`config.mk`:
```
export PLATFORM = sky130hd
export DESIGN_NAME = dpt_device_flat
export DESIGN_NICKNAME = d
export VERILOG_FILES = /design/src/rtl/dpt_pkg.sv /design/src/rtl/dpt_link_if.sv /design/src/rtl/dpt_device.sv /design/src/flat_wrapper.sv
export SDC_FILE = /design/constraint.sdc
export NUM_CORES = 1
export LEC_CHECK = 0
export ABC_CLOCK_PERIOD_IN_PS = 1850
export BUFFER_PORTS_ARGS = -buffer_cell sky130_fd_sc_hd__buf_4
export CAP_MARGIN = 20
export CORE_ASPECT_RATIO = 0.5
export CORE_MARGIN = 5
export CORE_UTILIZATION = 60
export CTS_BUF_LIST = sky130_fd_sc_hd__clkbuf_2
export CTS_CLUSTER_DIAMETER = 100
export CTS_CLUSTER_SIZE = 40
export DETAILED_ROUTE_END_ITERATION = 6
export PLACE_DENSITY_LB_ADDON = 0.05
export SLEW_MARGIN = 30
export SYNTH_ARGS = -nofsm -noshare
export SYNTH_HDL_FRONTEND = slang
export SYNTH_SLANG_ARGS = --single-unit
```
`constraint.sdc`:
```
create_clock -name REF_CLK_I -period 1.85 [get_ports REF_CLK_I]
set_input_delay 0.0925 -clock REF_CLK_I [delete_from_list [all_inputs] [get_ports REF_CLK_I]]
set_output_delay 0.0925 -clock REF_CLK_I [all_outputs]
set_load 0.05 [all_outputs]
```
`src/rtl/dpt_pkg.sv`:
```
// Purpose: shared constants for the dual wiper spi register link
// Assumes: 40 MHz system clock on both ends
// Notes:   timing counts are derived from the times in ns
package dpt_pkg;
  // instruction byte
  localparam logic [2:0] OP_NOP     = 3'h0;
  localparam logic [2:0] OP_RD_ACC  = 3'h1;
  localparam logic [2:0] OP_WR_ACC  = 3'h3;
  localparam logic [2:0] OP_RD      = 3'h4;
  localparam logic [2:0] OP_WR      = 3'h6;
  localparam logic [2:0] OP_ECHO    = 3'h7;
  // register addresses and layout
  localparam logic [4:0] ADDR_WP0   = 5'h00;
  localparam logic [4:0] ADDR_WP1   = 5'h01;
  localparam logic [4:0] ADDR_ACC   = 5'h10;
  localparam logic [7:0] RST_VAL    = 8'h40;
  localparam logic [7:0] ACC_MASK   = 8'h42;
  localparam int         ACC_PDN    = 6;
  localparam int         ACC_OD     = 1;
  localparam logic [6:0] TAP_MAX    = 7'h7f;
  localparam logic [3:0] PAIR_LAST  = 4'hf;
  // controller register map
  localparam logic [2:0] H_INSTR    = 3'h0;
  localparam logic [2:0] H_DATA     = 3'h1;
  localparam logic [2:0] H_CTRL     = 3'h2;
  localparam logic [2:0] H_STAT     = 3'h3;
  localparam logic [2:0] H_ECHO     = 3'h4;
  localparam logic [2:0] H_RDAT     = 3'h5;
  // timing
  localparam int CLK_MHZ   = 40;
  localparam int HALF_NS   = 100;
  localparam int LEAD_NS   = 250;
  localparam int LAG_NS    = 250;
  localparam int DESEL_NS  = 2000;
  localparam int HALF_CYC  = (HALF_NS * CLK_MHZ + 999) / 1000;
  localparam int LEAD_CYC  = (LEAD_NS * CLK_MHZ + 999) / 1000;
  localparam int LAG_CYC   = (LAG_NS * CLK_MHZ + 999) / 1000;
  localparam int DESEL_CYC = (DESEL_NS * CLK_MHZ + 999) / 1000;

  function automatic logic op_is_read(input logic [2:0] op);
    op_is_read = (op == OP_RD_ACC) || (op == OP_RD);
  endfunction : op_is_read
endpackage : dpt_pkg

```
`src/rtl/dpt_link_if.sv`:
```
// Purpose: serial link between controller and wiper device
// Assumes: testbench joins both ends through this interface
// Notes:   sdo_line resolves push-pull or open drain with pull-up
`timescale 1ns/100ps
`default_nettype none
interface dpt_link_if;
  logic sck;
  logic sdi;
  logic cs_n;
  logic sdo;
  logic sdo_oe;
  logic sdo_line;

  // undriven line reads high through the pull-up
  assign sdo_line = sdo_oe ? sdo : 1'b1;

  modport dev  (input sck, input sdi, input cs_n,
                output sdo, output sdo_oe);
  modport host (output sck, output sdi, output cs_n,
                input sdo_line);
endinterface : dpt_link_if
`default_nettype wire

```
`src/rtl/dpt_device.sv`:
```
// Purpose: wiper register device end of the serial link
// Assumes: link pins are asynchronous, sampled on REF_CLK_I
// Notes:   a 16 bit shift path gives daisy chain pass-through
//
// Added by the designer: the plain strobed port.
`timescale 1ns/100ps
`default_nettype none
// Summary of operation
// RQ1: sample input on clock rise, select low
// RQ2: update output on clock fall
// RQ3: control bit 1 picks open drain output
// RQ4: select high: output off, standby
// RQ5: nothing accepted before first select fall
// RQ6: wiper code maps monotonically to tap
// RQ7: wipers reset to mid-scale 40h
// RQ8: map 0, 1, 10h, all reset 40h
// RQ9: bit 6 active-low shutdown, others but bit 1 zero
// RQ10: shutdown bit resets to one
// RQ11: shutdown leaves wiper registers untouched
// RQ12: slave only, mode 0
// RQ13: most significant bit first
// RQ14: first byte: opcode, five bit address
// RQ15: address 0/1 wipers, 10000 control
// RQ16: decode nop, control and addressed ops
// RQ17: write executes on select rise
// RQ18: host sends four byte read
// RQ19: echo byte third, data fourth
// RQ20: echo byte carries 111b plus address
// RQ21: input passes through to output
// RQ22: bad or short frames change nothing
// RQ23: control keeps only bits 6 and 1
module dpt_device
  import dpt_pkg::*;
(
  // clock and reset
  input  wire logic       REF_CLK_I,
  input  wire logic       RESETN_I,
  // serial link
  dpt_link_if.dev         LINK,
  // wiper and control state
  output logic [7:0]      WIPER_POS_0_O,
  output logic [7:0]      WIPER_POS_1_O,
  output logic [6:0]      TAP_0_O,
  output logic [6:0]      TAP_1_O,
  output logic            POWER_DOWN_N_O,
  output logic            SDO_OPEN_DRAIN_O
);
  logic        cs_s1_ff, cs_s2_ff, cs_d_ff;
  logic        sck_s1_ff, sck_s2_ff, sck_d_ff;
  logic        sdi_s1_ff, sdi_s2_ff;
  logic        act_ff;
  logic [15:0] sh_ff;
  logic [3:0]  cnt_ff;
  logic        full_ff;
  logic        pend_ff;
  logic [4:0]  pend_addr_ff;
  logic [7:0]  wp0_ff, wp1_ff, acc_ff;
  logic        sdo_ff, oe_ff;
  logic [6:0]  tap0_ff, tap1_ff;
  logic        cs_fall, cs_rise, sck_rise, sck_fall;
  logic        nxt_act, nxt_sdo;
  logic [15:0] nxt_sh;

  function automatic logic [4:0] eff_addr(input logic [2:0] op,
                                          input logic [4:0] a);
    eff_addr = (op == OP_RD_ACC || op == OP_WR_ACC) ? ADDR_ACC : a;
  endfunction : eff_addr

  function automatic logic [7:0] rd_reg(input logic [4:0] a,
                                        input logic [7:0] w0,
                                        input logic [7:0] w1,
                                        input logic [7:0] ac);
    case (a)
      ADDR_WP0: rd_reg = w0;
      ADDR_WP1: rd_reg = w1;
      ADDR_ACC: rd_reg = ac;
      default:  rd_reg = 8'h00;
    endcase
  endfunction : rd_reg

  function automatic logic [6:0] to_tap(input logic [7:0] code);
    to_tap = code[7] ? TAP_MAX : code[6:0];
  endfunction : to_tap

  // pin synchronisers
  always_ff @(posedge REF_CLK_I) begin
    if (!RESETN_I) begin
      cs_s1_ff  <= 1'b0;
      cs_s2_ff  <= 1'b0;
      cs_d_ff   <= 1'b0;
      sck_s1_ff <= 1'b0;
      sck_s2_ff <= 1'b0;
      sck_d_ff  <= 1'b0;
      sdi_s1_ff <= 1'b0;
      sdi_s2_ff <= 1'b0;
    end else begin
      cs_s1_ff  <= LINK.cs_n;
      cs_s2_ff  <= cs_s1_ff;
      cs_d_ff   <= cs_s2_ff;
      sck_s1_ff <= LINK.sck;
      sck_s2_ff <= sck_s1_ff;
      sck_d_ff  <= sck_s2_ff;
      sdi_s1_ff <= LINK.sdi;
      sdi_s2_ff <= sdi_s1_ff;
    end
  end

  // select fall needs a high level seen after reset first
  assign cs_fall  = cs_d_ff & ~cs_s2_ff;                  // [RQ5]
  assign cs_rise  = act_ff & ~cs_d_ff & cs_s2_ff;
  assign sck_rise = act_ff & ~sck_d_ff & sck_s2_ff;        // [RQ1] [RQ12]
  assign sck_fall = act_ff & sck_d_ff & ~sck_s2_ff;        // [RQ2]
  assign nxt_sh   = {sh_ff[14:0], sdi_s2_ff};              // [RQ13]

  always_comb begin
    nxt_act = act_ff;
    if (cs_fall)
      nxt_act = 1'b1;
    else if (cs_s2_ff)
      nxt_act = 1'b0;                                      // [RQ4]
  end

  always_ff @(posedge REF_CLK_I) begin
    if (!RESETN_I)
      act_ff <= 1'b0;
    else
      act_ff <= nxt_act;
  end

  // bit count within the current instruction-data pair
  always_ff @(posedge REF_CLK_I) begin
    if (!RESETN_I) begin
      cnt_ff  <= 4'h0;
      full_ff <= 1'b0;
    end else if (cs_fall) begin
      cnt_ff  <= 4'h0;
      full_ff <= 1'b0;
    end else if (sck_rise) begin
      cnt_ff <= cnt_ff + 4'h1;
      if (cnt_ff == PAIR_LAST)
        full_ff <= 1'b1;
    end
  end

  // shift path; a read in the first pair loads echo and data
  always_ff @(posedge REF_CLK_I) begin
    if (!RESETN_I) begin
      sh_ff <= 16'h0000;
    end else if (cs_fall && pend_ff) begin
      sh_ff <= {OP_ECHO, pend_addr_ff,
                rd_reg(pend_addr_ff, wp0_ff, wp1_ff, acc_ff)}; // [RQ20]
    end else if (sck_rise) begin
      if (cnt_ff == PAIR_LAST && !full_ff
          && op_is_read(nxt_sh[15:13]))
        sh_ff <= {OP_ECHO, eff_addr(nxt_sh[15:13], nxt_sh[12:8]),
                  rd_reg(eff_addr(nxt_sh[15:13], nxt_sh[12:8]),
                         wp0_ff, wp1_ff, acc_ff)};        // [RQ19] [RQ20]
      else
        sh_ff <= nxt_sh;                                   // [RQ21]
    end
  end

  // reads left in the last pair return in the next frame
  always_ff @(posedge REF_CLK_I) begin
    if (!RESETN_I) begin
      pend_ff      <= 1'b0;
      pend_addr_ff <= 5'h00;
    end else if (cs_fall) begin
      pend_ff <= 1'b0;
    end else if (cs_rise && full_ff && cnt_ff == 4'h0) begin
      pend_ff      <= op_is_read(sh_ff[15:13]);            // [RQ21]
      pend_addr_ff <= eff_addr(sh_ff[15:13], sh_ff[12:8]);
    end
  end

  // execute the last complete pair on select rise
  always_ff @(posedge REF_CLK_I) begin
    if (!RESETN_I) begin
      wp0_ff <= RST_VAL;                                   // [RQ7] [RQ8]
      wp1_ff <= RST_VAL;
      acc_ff <= RST_VAL;                                   // [RQ10]
    end else if (cs_rise && full_ff && cnt_ff == 4'h0) begin // [RQ17] [RQ22]
      if (sh_ff[15:13] == OP_WR_ACC || sh_ff[15:13] == OP_WR) begin // [RQ16]
        case (eff_addr(sh_ff[15:13], sh_ff[12:8]))         // [RQ14] [RQ15]
          ADDR_WP0: wp0_ff <= sh_ff[7:0];
          ADDR_WP1: wp1_ff <= sh_ff[7:0];
          ADDR_ACC: acc_ff <= sh_ff[7:0] & ACC_MASK;       // [RQ9] [RQ23]
          default:  ;                                      // [RQ22]
        endcase
      end
    end
  end

  // serial output and its drive enable
  always_comb begin
    nxt_sdo = sdo_ff;
    if (cs_fall)
      nxt_sdo = pend_ff ? OP_ECHO[2] : sh_ff[15];
    else if (sck_fall)
      nxt_sdo = sh_ff[15];                                 // [RQ2]
  end

  always_ff @(posedge REF_CLK_I) begin
    if (!RESETN_I) begin
      sdo_ff <= 1'b1;
      oe_ff  <= 1'b0;
    end else begin
      sdo_ff <= nxt_sdo;
      oe_ff  <= nxt_act & (~acc_ff[ACC_OD] | ~nxt_sdo);    // [RQ3] [RQ4]
    end
  end

  // taps follow registers even in shutdown
  always_ff @(posedge REF_CLK_I) begin
    if (!RESETN_I) begin
      tap0_ff <= RST_VAL[6:0];
      tap1_ff <= RST_VAL[6:0];
    end else begin
      tap0_ff <= to_tap(wp0_ff);                           // [RQ6] [RQ11]
      tap1_ff <= to_tap(wp1_ff);
    end
  end

  assign LINK.sdo         = sdo_ff;
  assign LINK.sdo_oe      = oe_ff;
  assign WIPER_POS_0_O    = wp0_ff;
  assign WIPER_POS_1_O    = wp1_ff;
  assign TAP_0_O          = tap0_ff;
  assign TAP_1_O          = tap1_ff;
  assign POWER_DOWN_N_O   = acc_ff[ACC_PDN];               // [RQ9] [RQ10]
  assign SDO_OPEN_DRAIN_O = acc_ff[ACC_OD];
endmodule : dpt_device
`default_nettype wire

```
`src/flat_wrapper.sv`:
```
// flat-port wrapper written by rule: the top's interface ports become plain ports
module dpt_device_flat import dpt_pkg::*;
  (REF_CLK_I, RESETN_I, WIPER_POS_0_O, WIPER_POS_1_O, TAP_0_O, TAP_1_O, POWER_DOWN_N_O, SDO_OPEN_DRAIN_O, LINK_sck, LINK_sdi, LINK_cs_n, LINK_sdo, LINK_sdo_oe);
  dpt_link_if LINK_i ();
  input  wire logic REF_CLK_I;
  input  wire logic RESETN_I;
  output logic [7:0] WIPER_POS_0_O;
  output logic [7:0] WIPER_POS_1_O;
  output logic [6:0] TAP_0_O;
  output logic [6:0] TAP_1_O;
  output logic POWER_DOWN_N_O;
  output logic SDO_OPEN_DRAIN_O;
  input wire logic [$bits(LINK_i.sck)-1:0] LINK_sck;
  input wire logic [$bits(LINK_i.sdi)-1:0] LINK_sdi;
  input wire logic [$bits(LINK_i.cs_n)-1:0] LINK_cs_n;
  output wire logic [$bits(LINK_i.sdo)-1:0] LINK_sdo;
  output wire logic [$bits(LINK_i.sdo_oe)-1:0] LINK_sdo_oe;
  assign LINK_i.sck = LINK_sck;
  assign LINK_i.sdi = LINK_sdi;
  assign LINK_i.cs_n = LINK_cs_n;
  assign LINK_sdo = LINK_i.sdo;
  assign LINK_sdo_oe = LINK_i.sdo_oe;
  dpt_device u_core (.REF_CLK_I(REF_CLK_I), .RESETN_I(RESETN_I), .LINK(LINK_i), .WIPER_POS_0_O(WIPER_POS_0_O), .WIPER_POS_1_O(WIPER_POS_1_O), .TAP_0_O(TAP_0_O), .TAP_1_O(TAP_1_O), .POWER_DOWN_N_O(POWER_DOWN_N_O), .SDO_OPEN_DRAIN_O(SDO_OPEN_DRAIN_O));
endmodule
```
==> results.md, run 1 <==
- Worst VDD drop: 0.513 mV
- Worst path depth: 4
- Final setup vio count: 0
- Via Count: 2794
- Core Area: 5000 um2
- Main area contributors after synthesis: dfxtp_1, mux2i_1, nor2_1
- Post CTS Setup Buffer Count: 0
- Clock sink count: 70
- Starting Density: 62.7%
- CP Capture Point: u_core.sh_ff[7]$_SDFFE_PN0P_
- CP max FO: 7
- Area delta synth->final: 19.7%
- Die X-Extent: 112 um
- Total Routing Usage GR: 24.6%
- Final hold slack: 392 ps
- Unrepaired setup endpoints after global routing: false
- Flop pwr share: 55.7%
- Sw Pwr: 0.606 mW
- Actual slew at the worst max-slew pin: 542 ps
- CTS tree: done
- CP Cell Sequence: or4b_1, nor4_1, a311oi_1, a21oi_1
- Initial DRC count: 212
- Final period util: 94.8%
- Synthesized net count: 348
- Ant diodes: 0
- Worst EP arrival: 2220 ps
- CP bufs+invs: 0
- Worst r2r path cells: 4
- Most frequent cells in the layout: dfxtp_1, buf_4, nor2_1
- Yosys warnings: 0
- DR WL/cell: 17.0 um
- Die Span Y: 61.1 um
- Number of global-route vias before repair: 2656
- EDFF count, synth: 0
- Sw frac: 22.1%
- Slowest stage delay, CP: 660 ps
- Worst skew pair latency: 530 ps
- Crit path launch: u_core.pend_ff$_SDFFE_PP0P_
- Fin. Hold Viols: 0
- Pwr Density: 732 nW/um2
- HP Start: RESETN_I
- Crit path capture type: flop
- Max cap viols: 0
- Row count: 18
- Hold Path Stages: 3
- Critical path type: reg2reg
- Clock buffer count from CTS: 9
- Xor/xnor share of the synthesized area: 0.838%
- Nets: 396
- Pint: 2.14 mW
- Sequential area share after synthesis: 44.7%
- IO Count: 39
- Post-synth top flop: dfxtp_1
- Highest Clock Rate: 0.570 GHz
- Netlist cell types: 51
- Hold Crit Class: in2reg
- Final GP Congestion: 0.916
- Simple-gate portion of the synthesized area: 23.8%
- Main combinational cell family by area after synthesis: simple AND/OR/NAND/NOR gates
- Synth Area in Compound Gates: 13.9%
- Max Root-Sink Buffers: 2
- FF-to-FF Start: u_core.pend_ff$_SDFFE_PP0P_
- Slew headroom: 63.8%
- Placed cell count: 441
- Post-route ant nets: 0
- Post-Layout Cell Count: 464
- Pwr Total: 2.75 mW
- Syn Inst Count: 341
- First-pass DRT Iterations: 5
- Reg2Reg Setup Slack: 100 ps
- DPL Wire Length: 5.42 mm
- Routed wire length: 7.87 mm
- Synth Area in Adders: 0.798%
- Yosys reg bits: 70
- Residual DRC count: 0
- Leak Pwr: 1.64 nW
- CP Launch Type: flop
- Root Driver: clkbuf_2
- Vias per inst: 6.02
- Outcome: finished clean
- Gate power share: 2.8%
- Async SR Flop Fraction: 0%
- Layout cell share with drive strength beyond 1: 22.6%
- Initial antenna violation count: 0
- Clock-pin slew on the worst setup and hold paths: 190 ps
- Worst clock skew: 23.8 ps
- Top cell type's share of synthesized area: 44.7%
- H-tree Lvls: 3
- Fin crit period: 1750 ps
- Synthesized cell area: 3130 um2
- Clock power share: 41.5%
- Top delay family on crit path: simple AND/OR/NAND/NOR gates
- Commonest non-fill, non-tap cell in the layout: dfxtp_1
- Remaining global-route overflow: 0
- Area leader, netlist: dfxtp_1
- Required time worst endpoint: 2310 ps
- Setup TNS: 0 ps
- Reg2Reg Capture Point: u_core.sh_ff[7]$_SDFFE_PN0P_
- First-pass GRT wire length: 13.1 mm
- Largest net degree at the start of global routing: 25
- Die area: 6860 um2
- Synthesized area per cell: 9.19 um2
- Port bufs: 38
- Max-slew violations: 0
- Slowest-stage cell, CP: or4b_1
- Post-synthesis mux area share: 11.1%
-- layer usage --
metal	vias up	wire length, um	track usage, %
met5	-	0	0
met4	0	159	9.08
met3	19	623	7.26
met2	109	3560	40.8
met1	1347	3530	31.3
li1	1319	-	-
-- repair_timing --
| item | 4_1_cts | 5_1_grt |
|---|---|---|
| setup endpoints to repair | 0 | 8 |
| endpoints found under the hold margin | 21 | 0 |
| hold buffers | 7 | 0 |
| resized for setup | 0 | 2 |
-- worst register-to-register path, cell delays in order (launching register included) --
cell	delay, ps
dfxtp_1	470
or4b_1	660
nor4_1	300
a311oi_1	90
a21oi_1	180
-- flip-flops by register name, summed over array words and instances, names as in the netlist, 2 cells and up --
name / cells
u_core.sh_ff: 16
u_core.WIPER_POS_0_O: 8
u_core.TAP_0_O: 7
u_core.WIPER_POS_1_O: 8
u_core.TAP_1_O: 7
u_core.acc_ff: 2
u_core.cnt_ff: 4
u_core.pend_addr_ff: 5
-- worst min path at each step --
stage | to
finish | u_core.WIPER_POS_0_O[6]$_SDFFE_PN1P_
detailed placement | u_core.sck_s1_ff$_SDFF_PN0_
floorplan | u_core.LINK.sdo$_SDFF_PN1_
global placement | u_core.sdi_s1_ff$_SDFF_PN0_
CTS | u_core.WIPER_POS_0_O[6]$_SDFFE_PN1P_
global route | u_core.WIPER_POS_1_O[6]$_SDFFE_PN1P_
-- power by group through the flow --
| stage | combinational (mW) | clock (mW) | sequential (mW) |
|---|---|---|---|
| after CTS | 0.0759 | 1.15 | 1.53 |
| final | 0.0776 | 1.14 | 1.53 |
| after floorplan | 0.0373 | 0 | 1.56 |
| after global routing | 0.0844 | 1.23 | 1.53 |
| after global placement | 0.0625 | 0 | 1.56 |
| after detailed placement | 0.0639 | 0 | 1.56 |
-- cell usage after synthesis, types with 5 or more instances --
cell type   n
inv_1       7
nor4_1      8
dfxtp_1    70
nand2_1    13
a31oi_1     6
clkbuf_1   18
a21boi_0    5
o21ai_0    10
mux2i_1    28
nand3_1     9
a21oi_1    17
and2_1     11
a311oi_1    8
nand4_1     5
nor2_1     55
mux2_2      6
-- layout make-up --
type                            instances  area (um2)
Tap cell                               70        87.6
Multi-Input combinational cell        238        1590
Clock buffer                           10        50.0
Timing Repair Buffer                   63         490
Sequential cell                        70        1400
Inverter                                7        26.3
Fill cell                             377        1250
Clock inverter                          6         110
-- cells by family (layout without fill, tap and decap cells) --
group / count (synthesis) / count (layout)
buf+inv: 33 / 86
simple gates: 134 / 134
fa+ha+maj: 2 / 2
compound gates: 65 / 65
mux: 34 / 34
xor+xnor: 3 / 3
flops: 70 / 70
-- metrics by stage --
stage / instance area, um2 / utilization, % / setup WS (ps)
after CTS: 3740 / 74.9 / 68.9
final: 3750 / 75.1 / 95.8
after global routing: 3750 / 75.1 / 1.22
after detailed placement: 3510 / 70.3 / 141
after global placement: 3510 / 70.3 / 195
after floorplan: 3130 / - / 154
(Power assumes the default switching activity.)
==> inputs of run 2 (changes only) <==
--- a/config.mk
+++ b/config.mk
@@ -5,6 +5,7 @@
 export SDC_FILE = /design/constraint.sdc
 export NUM_CORES = 1
 export LEC_CHECK = 0
+export ABC_AREA = 1
 export ABC_CLOCK_PERIOD_IN_PS = 1850
 export BUFFER_PORTS_ARGS = -buffer_cell sky130_fd_sc_hd__buf_4
 export CAP_MARGIN = 20
==> run 2 against run 1 <==
  * Non-clock buffer count is 4 lower
  * Via count is 14% higher
  * Sequential power hardly changed
  * Sequential cell count stayed put
  * Clock power is 13% lower
  * Global-route usage is 0.97 points higher
  * Cell count is 25% higher
  * Routed wire length is 7.0% higher
==> results.md, run 2 <==
- Most frequent cells in the layout: nand2_1, dfxtp_1, nor2_1
- Die area: 6900 um2 (+0.56%)
- Synthesized area per cell: 7.06 um2 (-23%)
- CTS tree: done
- Residual DRC count: 0 (unchanged)
- Top cell type's share of synthesized area: 44.4% (-0.28 points)
- Area delta synth->final: 20.0%
- Netlist cell types: 34 (-33%)
- Synthesized net count: 454 (+30%)
- Worst EP arrival: 2200 ps (-20 ps)
- Port bufs: 38 (unchanged)
- Setup slack after layout: 73.8 ps (-22.0 ps)
- Max-slew violations: 0 (unchanged)
- Leak Pwr: 1.78 nW (+9.1%)
- Number of global-route vias before repair: 2968 (+12%)
- Initial DRC count: 285 (+34%)
- Die Span Y: 61.3 um (+0.27%)
- Actual slew at the worst max-slew pin: 464 ps (-78.3 ps)
- Ant diodes: 0 (unchanged)
- Initial antenna violation count: 0 (unchanged)
- Max FFs per register: 16 (unchanged)
- Via Count: 3180 (+14%)
- Final period util: 96.0% (+1.2 points)
- Critical path type: reg2reg
- DPL Wire Length: 5.82 mm (+7.3%)
- Clock sink count: 70 (unchanged)
- EDFF count, synth: 0 (unchanged)
- Post-route ant nets: 0 (unchanged)
- First-pass DRT Iterations: 5 (unchanged)
- Main area contributors after synthesis: dfxtp_1, nand2_1, nor2_1
- Max Root-Sink Buffers: 2 (unchanged)
- IO Count: 39 (unchanged)
- Highest Clock Rate: 0.563 GHz (-1.2%)
- Fin crit period: 1780 ps (+22.0 ps)
- CP max FO: 11 (+4)
- Yosys warnings: 0 (unchanged)
- Routed wire length: 8.42 mm (+7.0%)
- Pwr Density: 686 nW/um2 (-6.2%)
- Worst skew pair latency: 520 ps (about the same)
- Worst r2r path cells: 10 (+6)
- Row count: 18 (unchanged)
- Vias per inst: 5.47 (-9.1%)
- H-tree Lvls: 3 (unchanged)
- Outcome: finished clean
- Largest reg by FF count: u_core.sh_ff
- First-pass GRT wire length: 13.7 mm (+5.0%)
- Worst slack at placement: 107 ps (-33.6 ps)
- Worst clock skew: 15.4 ps (-8.40 ps)
- Remaining global-route overflow: 0 (unchanged)
- Total Routing Usage GR: 25.5% (+0.97 points)
- FF-to-FF Start: u_core.cnt_ff[0]$_SDFFE_PP0P_
- Clock-pin slew on the worst setup and hold paths: 190 ps (about the same)
- Sequential area share after synthesis: 44.4% (-0.28 points)
- DR WL/cell: 14.5 um (-15%)
- Core Area: 5000 um2 (unchanged)
- Crit path capture type: flop
- Setup TNS: 0 ps (unchanged)
- Layout cell share with drive strength beyond 1: 17.6% (-5.0 points)
- Fin. Hold Viols: 0 (unchanged)
- Syn Inst Count: 447 (+31%)
- Async SR Flop Fraction: 0% (unchanged)
- HP Start: u_core.cs_s1_ff$_SDFF_PN0_
- Area leader, netlist: dfxtp_1
- CP Launch Type: flop
- Required time worst endpoint: 2280 ps (-30 ps)
- Top cells by count, synth: nand2_1, dfxtp_1, nor2_1
- Post-synth top flop: dfxtp_1
- Largest net degree at the start of global routing: 39 (+56%)
- Post-CTS sizing: 0 (unchanged)
- Starting Density: 63.1% (+0.40 points)
- Worst VDD drop: 0.449 mV (-13%)
- Reg2Reg Capture Point: u_core.WIPER_POS_1_O[5]$_SDFFE_PN0P_
- Clock buffer count from CTS: 9 (unchanged)
- Yosys reg bits: 70 (unchanged)
- Nets: 513 (+30%)
- Commonest non-fill, non-tap cell in the layout: nand2_1
- End point of the worst hold path: u_core.cs_s2_ff$_SDFF_PN0_
- Slew headroom: 69.1% (+5.2 points)
- Hold Crit Class: reg2reg
- Hold Path Stages: 2 (-1)
- Synthesized cell area: 3150 um2 (+0.64%)
- Max cap viols: 0 (unchanged)
- Final GP Congestion: 0.883 (-3.7%)
- Most frequent cell after synthesis: nand2_1
- Die X-Extent: 113 um (+0.29%)
- Root Driver: clkbuf_2
- Final setup vio count: 0 (unchanged)
- Reg2Reg Setup Slack: 70 ps (-20 ps)
## run 2: report_power, final
part | total (mW) | internal, mW | leakage [nW] | switching [mW]
Sequential | 1.53 | 1.52 | 0.566 | 0.00826
Combinational | 0.0812 | 0.0299 | 1.14 | 0.0513
Clock | 0.989 | 0.450 | 0.0819 | 0.539
Total | 2.60 | 2.00 | 1.78 | 0.598
## run 2: final cells by class
type,count,area (um2)
clock inverters,6,86.3
clock buffers,10,50.0
inverters,57,214
multi-input cells,309,1470
repair buffers,59,473
flip-flops and latches,70,1400
well taps,70,87.6
fillers,379,1210
## run 2: layer usage
metal | global-route usage (%) | part of all wire (%)
met1 | 30.6 | 41
met2 | 44.6 | 46
met3 | 6.77 | 11
met4 | 11.6 | 2.3
met5 | 0 | 0
## run 2: critical path, stage by stage (launching register included)
cell and delay [ps]:
dfxtp_1 370, inv_1 100, ha_1 150, nand2_1 60
nor3_2 130, nand2_2 170, nor2_8 210, nand4_4 150
buf_12 190, nor2_1 110, nor2_1 60
## run 2: per-stage QoR
stage | instance area, um2 | total power, mW | util (%) | hold slack (ps) | std cells
6_report | 3790 | 2.60 | 75.7 | 432 | 581
5_1_grt | 3790 | 2.69 | 75.7 | 451 | 581
3_5_place_dp | 3510 | 1.63 | 70.3 | 283 | 551
2_1_floorplan | 3150 | 1.61 | - | 190 | 447
4_1_cts | 3720 | 2.61 | 74.4 | 436 | 574
3_3_place_gp | 3510 | 1.62 | 70.3 | 272 | 551
## run 2: repair_timing
item / 4_1_cts / 5_1_grt
endpoints found under the setup margin: 0 / 8
buffers inserted: 0 / 7
endpoints found under the hold margin: 35 / 0
hold buffers: 7 / 0
## run 2: worst max-delay path by stage
stage / start / slack, ps / cells past startpoint / end
2_1_floorplan: u_core.cnt_ff[0]$_SDFFE_PP0P_ / 300 / 10 / u_core.WIPER_POS_1_O[6]$_SDFFE_PN1P_
3_3_place_gp: u_core.cnt_ff[0]$_SDFFE_PP0P_ / 230 / 9 / u_core.WIPER_POS_1_O[6]$_SDFFE_PN1P_
3_5_place_dp: u_core.cnt_ff[0]$_SDFFE_PP0P_ / 110 / 9 / u_core.WIPER_POS_1_O[5]$_SDFFE_PN0P_
4_1_cts: u_core.cnt_ff[0]$_SDFFE_PP0P_ / 60 / 9 / u_core.WIPER_POS_1_O[5]$_SDFFE_PN0P_
5_1_grt: u_core.cnt_ff[0]$_SDFFE_PP0P_ / -7 / 10 / u_core.WIPER_POS_1_O[5]$_SDFFE_PN0P_
6_report: u_core.cnt_ff[0]$_SDFFE_PP0P_ / 70 / 10 / u_core.WIPER_POS_1_O[5]$_SDFFE_PN0P_
## run 2: cell families after synthesis
kind of cell	count (synthesis)	share of synthesized area (%)
AOI/OAI and AO/OA	71	12.5
buffers and inverters	68	8.85
DFF	70	44.4
adders and majority gates	2	0.793
and+or+nand+nor	236	33.4
==> inputs of run 3 (changes only) <==
--- a/config.mk
+++ b/config.mk
@@ -7,7 +7,7 @@
 export LEC_CHECK = 0
 export ABC_AREA = 1
 export ABC_CLOCK_PERIOD_IN_PS = 1850
-export BUFFER_PORTS_ARGS = -buffer_cell sky130_fd_sc_hd__buf_4
+export BUFFER_PORTS_ARGS = -buffer_cell sky130_fd_sc_hd__buf_2
 export CAP_MARGIN = 20
 export CORE_ASPECT_RATIO = 0.5
 export CORE_MARGIN = 5
==> run 3 against run 2 <==
  * Via count down 1.9%
  * Global-route usage down 1.3 points
  * Sequential cell count did not move
  * Worst setup slack better by 32 ps
  * The flow now finishes with violations (design-rule violations)
  * Critical endpoint is now u_core.WIPER_POS_0_O[6]$_SDFFE_PN1P_
  * Cell count shrank 0.69%
  * Die area stayed put
  * Core utilization decreased by 1.9 points
  * Sequential share of layout area is 0.93 points higher
==> results.md, run 3 (synthesized netlist as in run 2, its figures left out) <==
- Clock sink count: 70 (unchanged)
- Max-slew violations: 0 (unchanged)
- Initial DRC count: 324 (+14%)
- Max cap viols: 0 (unchanged)
- Total Routing Usage GR: 24.3% (-1.3 points)
- Die X-Extent: 113 um (unchanged)
- Remaining global-route overflow: 0 (unchanged)
- Pwr Total: 2.73 mW (+5.2%)
- Largest net degree at the start of global routing: 38 (-2.6%)
- Sw frac: 22.1% (-0.89 points)
- Required time worst endpoint: 2250 ps (-30 ps)
- DR WL/cell: 14.0 um (-3.4%)
- Final Cell Area: 3690 um2 (-2.4%)
- Initial antenna violation count: 0 (unchanged)
- Final setup vio count: 0 (unchanged)
- Die Span Y: 61.3 um (unchanged)
- Nets: 509 (-0.78%)
- Root Driver: clkbuf_2
- Leak Pwr: 1.76 nW (-1.1%)
- Final GP Congestion: 0.891 (+0.87%)
- IO Count: 39 (unchanged)
- Fin util: 73.9% (-1.9 points)
- Final period util: 94.3% (-1.7 points)
- Fin. Hold Viols: 0 (unchanged)
- Worst clock skew: 15.9 ps (+0.497 ps)
- Worst skew pair latency: 520 ps (about the same)
- First-pass GRT wire length: 13.0 mm (-5.7%)
- Number of global-route vias before repair: 2742 (-7.6%)
- Max Root-Sink Buffers: 2 (unchanged)
- Hold Crit Class: in2reg
- Worst VDD drop: 0.463 mV (+3.3%)
- Violated checks: design-rule violations
- Core Area: 5000 um2 (unchanged)
- Residual DRC count: 2 (+2)
- Flop pwr share: 55.9% (-2.9 points)
- Gate power share: 2.7% (-0.4 points)
- H-tree Lvls: 3 (unchanged)
- Layout cell share with drive strength beyond 1: 17.6% (-0.058 points)
- CTS tree: done
- Vias per inst: 5.41 (-1.2%)
- Starting Density: 63.1% (unchanged)
- First-pass DRT Iterations: 7 (+2)
- Clock power share: 41.4% (+3.4 points)
- CP Launch Type: flop
- Outcome: complete, but fails checks
- Pwr Density: 740 nW/um2 (+7.8%)
- Post-route ant nets: 0 (unchanged)
- Most frequent cells in the layout: nand2_1, dfxtp_1, nor2_1
- Die area: 6900 um2 (unchanged)
- Slew headroom: 66.1% (-2.9 points)
- Clock-pin slew on the worst setup and hold paths: 190 ps (about the same)
- Clock buffer count from CTS: 9 (unchanged)
- Critical path type: reg2reg
- Setup TNS: 0 ps (unchanged)
- Port bufs: 38 (unchanged)
- CP max FO: 9 (-2)
- Fin crit period: 1740 ps (-31.7 ps)
- Max FFs per register: 16 (unchanged)
- Pint: 2.13 mW (+6.4%)
- Ant diodes: 0 (unchanged)
- Area post-placement: 3430 um2 (-2.5%)
- Highest Clock Rate: 0.573 GHz (+1.8%)
- Area delta synth->final: 17.1%
- Routed wire length: 8.08 mm (-4.0%)
- Sw Pwr: 0.605 mW (+1.1%)
- Final hold slack: 44.9 ps (-387 ps)
- Commonest non-fill, non-tap cell in the layout: nand2_1
- Crit path capture type: flop
- Worst EP arrival: 2150 ps (-50 ps)
- Row count: 18 (unchanged)
- Via Count: 3120 (-1.9%)
- DPL Wire Length: 5.66 mm (-2.7%)
- Actual slew at the worst max-slew pin: 506 ps (+42.9 ps)
- Largest reg by FF count: u_core.sh_ff
run 3: power groups by stage:
stage               sequential (mW)  combinational, mW  clock (mW)
detailed placement             1.56             0.0667           0
finish                         1.53             0.0732        1.13
global route                   1.53             0.0823        1.23
global placement               1.56             0.0638           0
CTS                            1.53             0.0718        1.14
floorplan                      1.56             0.0448           0
run 3: final timing paths:
kind / slack, ps / endpoint / from / depth (start not counted)
hold reg to reg: 430 / u_core.sdi_s2_ff$_SDFF_PN0_ / u_core.sdi_s1_ff$_SDFF_PN0_ / 2
setup reg to reg: 110 / u_core.WIPER_POS_0_O[6]$_SDFFE_PN1P_ / u_core.sh_ff[10]$_SDFFE_PN0P_ / 6
setup / recovery: 110 / u_core.WIPER_POS_0_O[6]$_SDFFE_PN1P_ / u_core.sh_ff[10]$_SDFFE_PN0P_ / 6
hold / removal: 40 / u_core.TAP_1_O[5]$_SDFF_PN0_ / RESETN_I / 3
run 3: metrics by stage:
stage / worst slack (ps) / std cells
floorplan: 300 / 447
global placement: 234 / 552
detailed placement: 139 / 552
CTS: 88.9 / 571
global route: -5.13 / 577
finish: 106 / 577
run 3: worst max-delay path: stages, from the launching register on:
cell      delay [ps]
dfxtp_1          420
o21ai_2          380
nand3_1          230
nor2_4           250
nand2_2          190
nand2_1          100
o211ai_1          70
run 3: what timing repair did:
item / 4_1_cts / 5_1_grt
hold endpoints to repair: 3 / 0
resized for setup: 0 / 2
endpoints found under the setup margin: 0 / 9
hold buffers: 3 / 0
setup buffers: 0 / 5
run 3: layout make-up:
class	instances	area, um2
clock buffers	10	50.0
repair buffers	54	330
multi-input cells	310	1500
inverters	57	214
well taps	70	87.6
flip-flops and latches	70	1400
fillers	406	1310
clock inverters	6	110
run 3: layer usage:
| metal | track usage [%] | vias up | share of wire (%) |
|---|---|---|---|
| met5 | 0 | - | 0 |
| met4 | 6.85 | 0 | 2.5 |
| met3 | 8.05 | 28 | 11 |
| met2 | 41.1 | 175 | 43 |
| met1 | 30.5 | 1374 | 43 |
| li1 | - | 1543 | - |
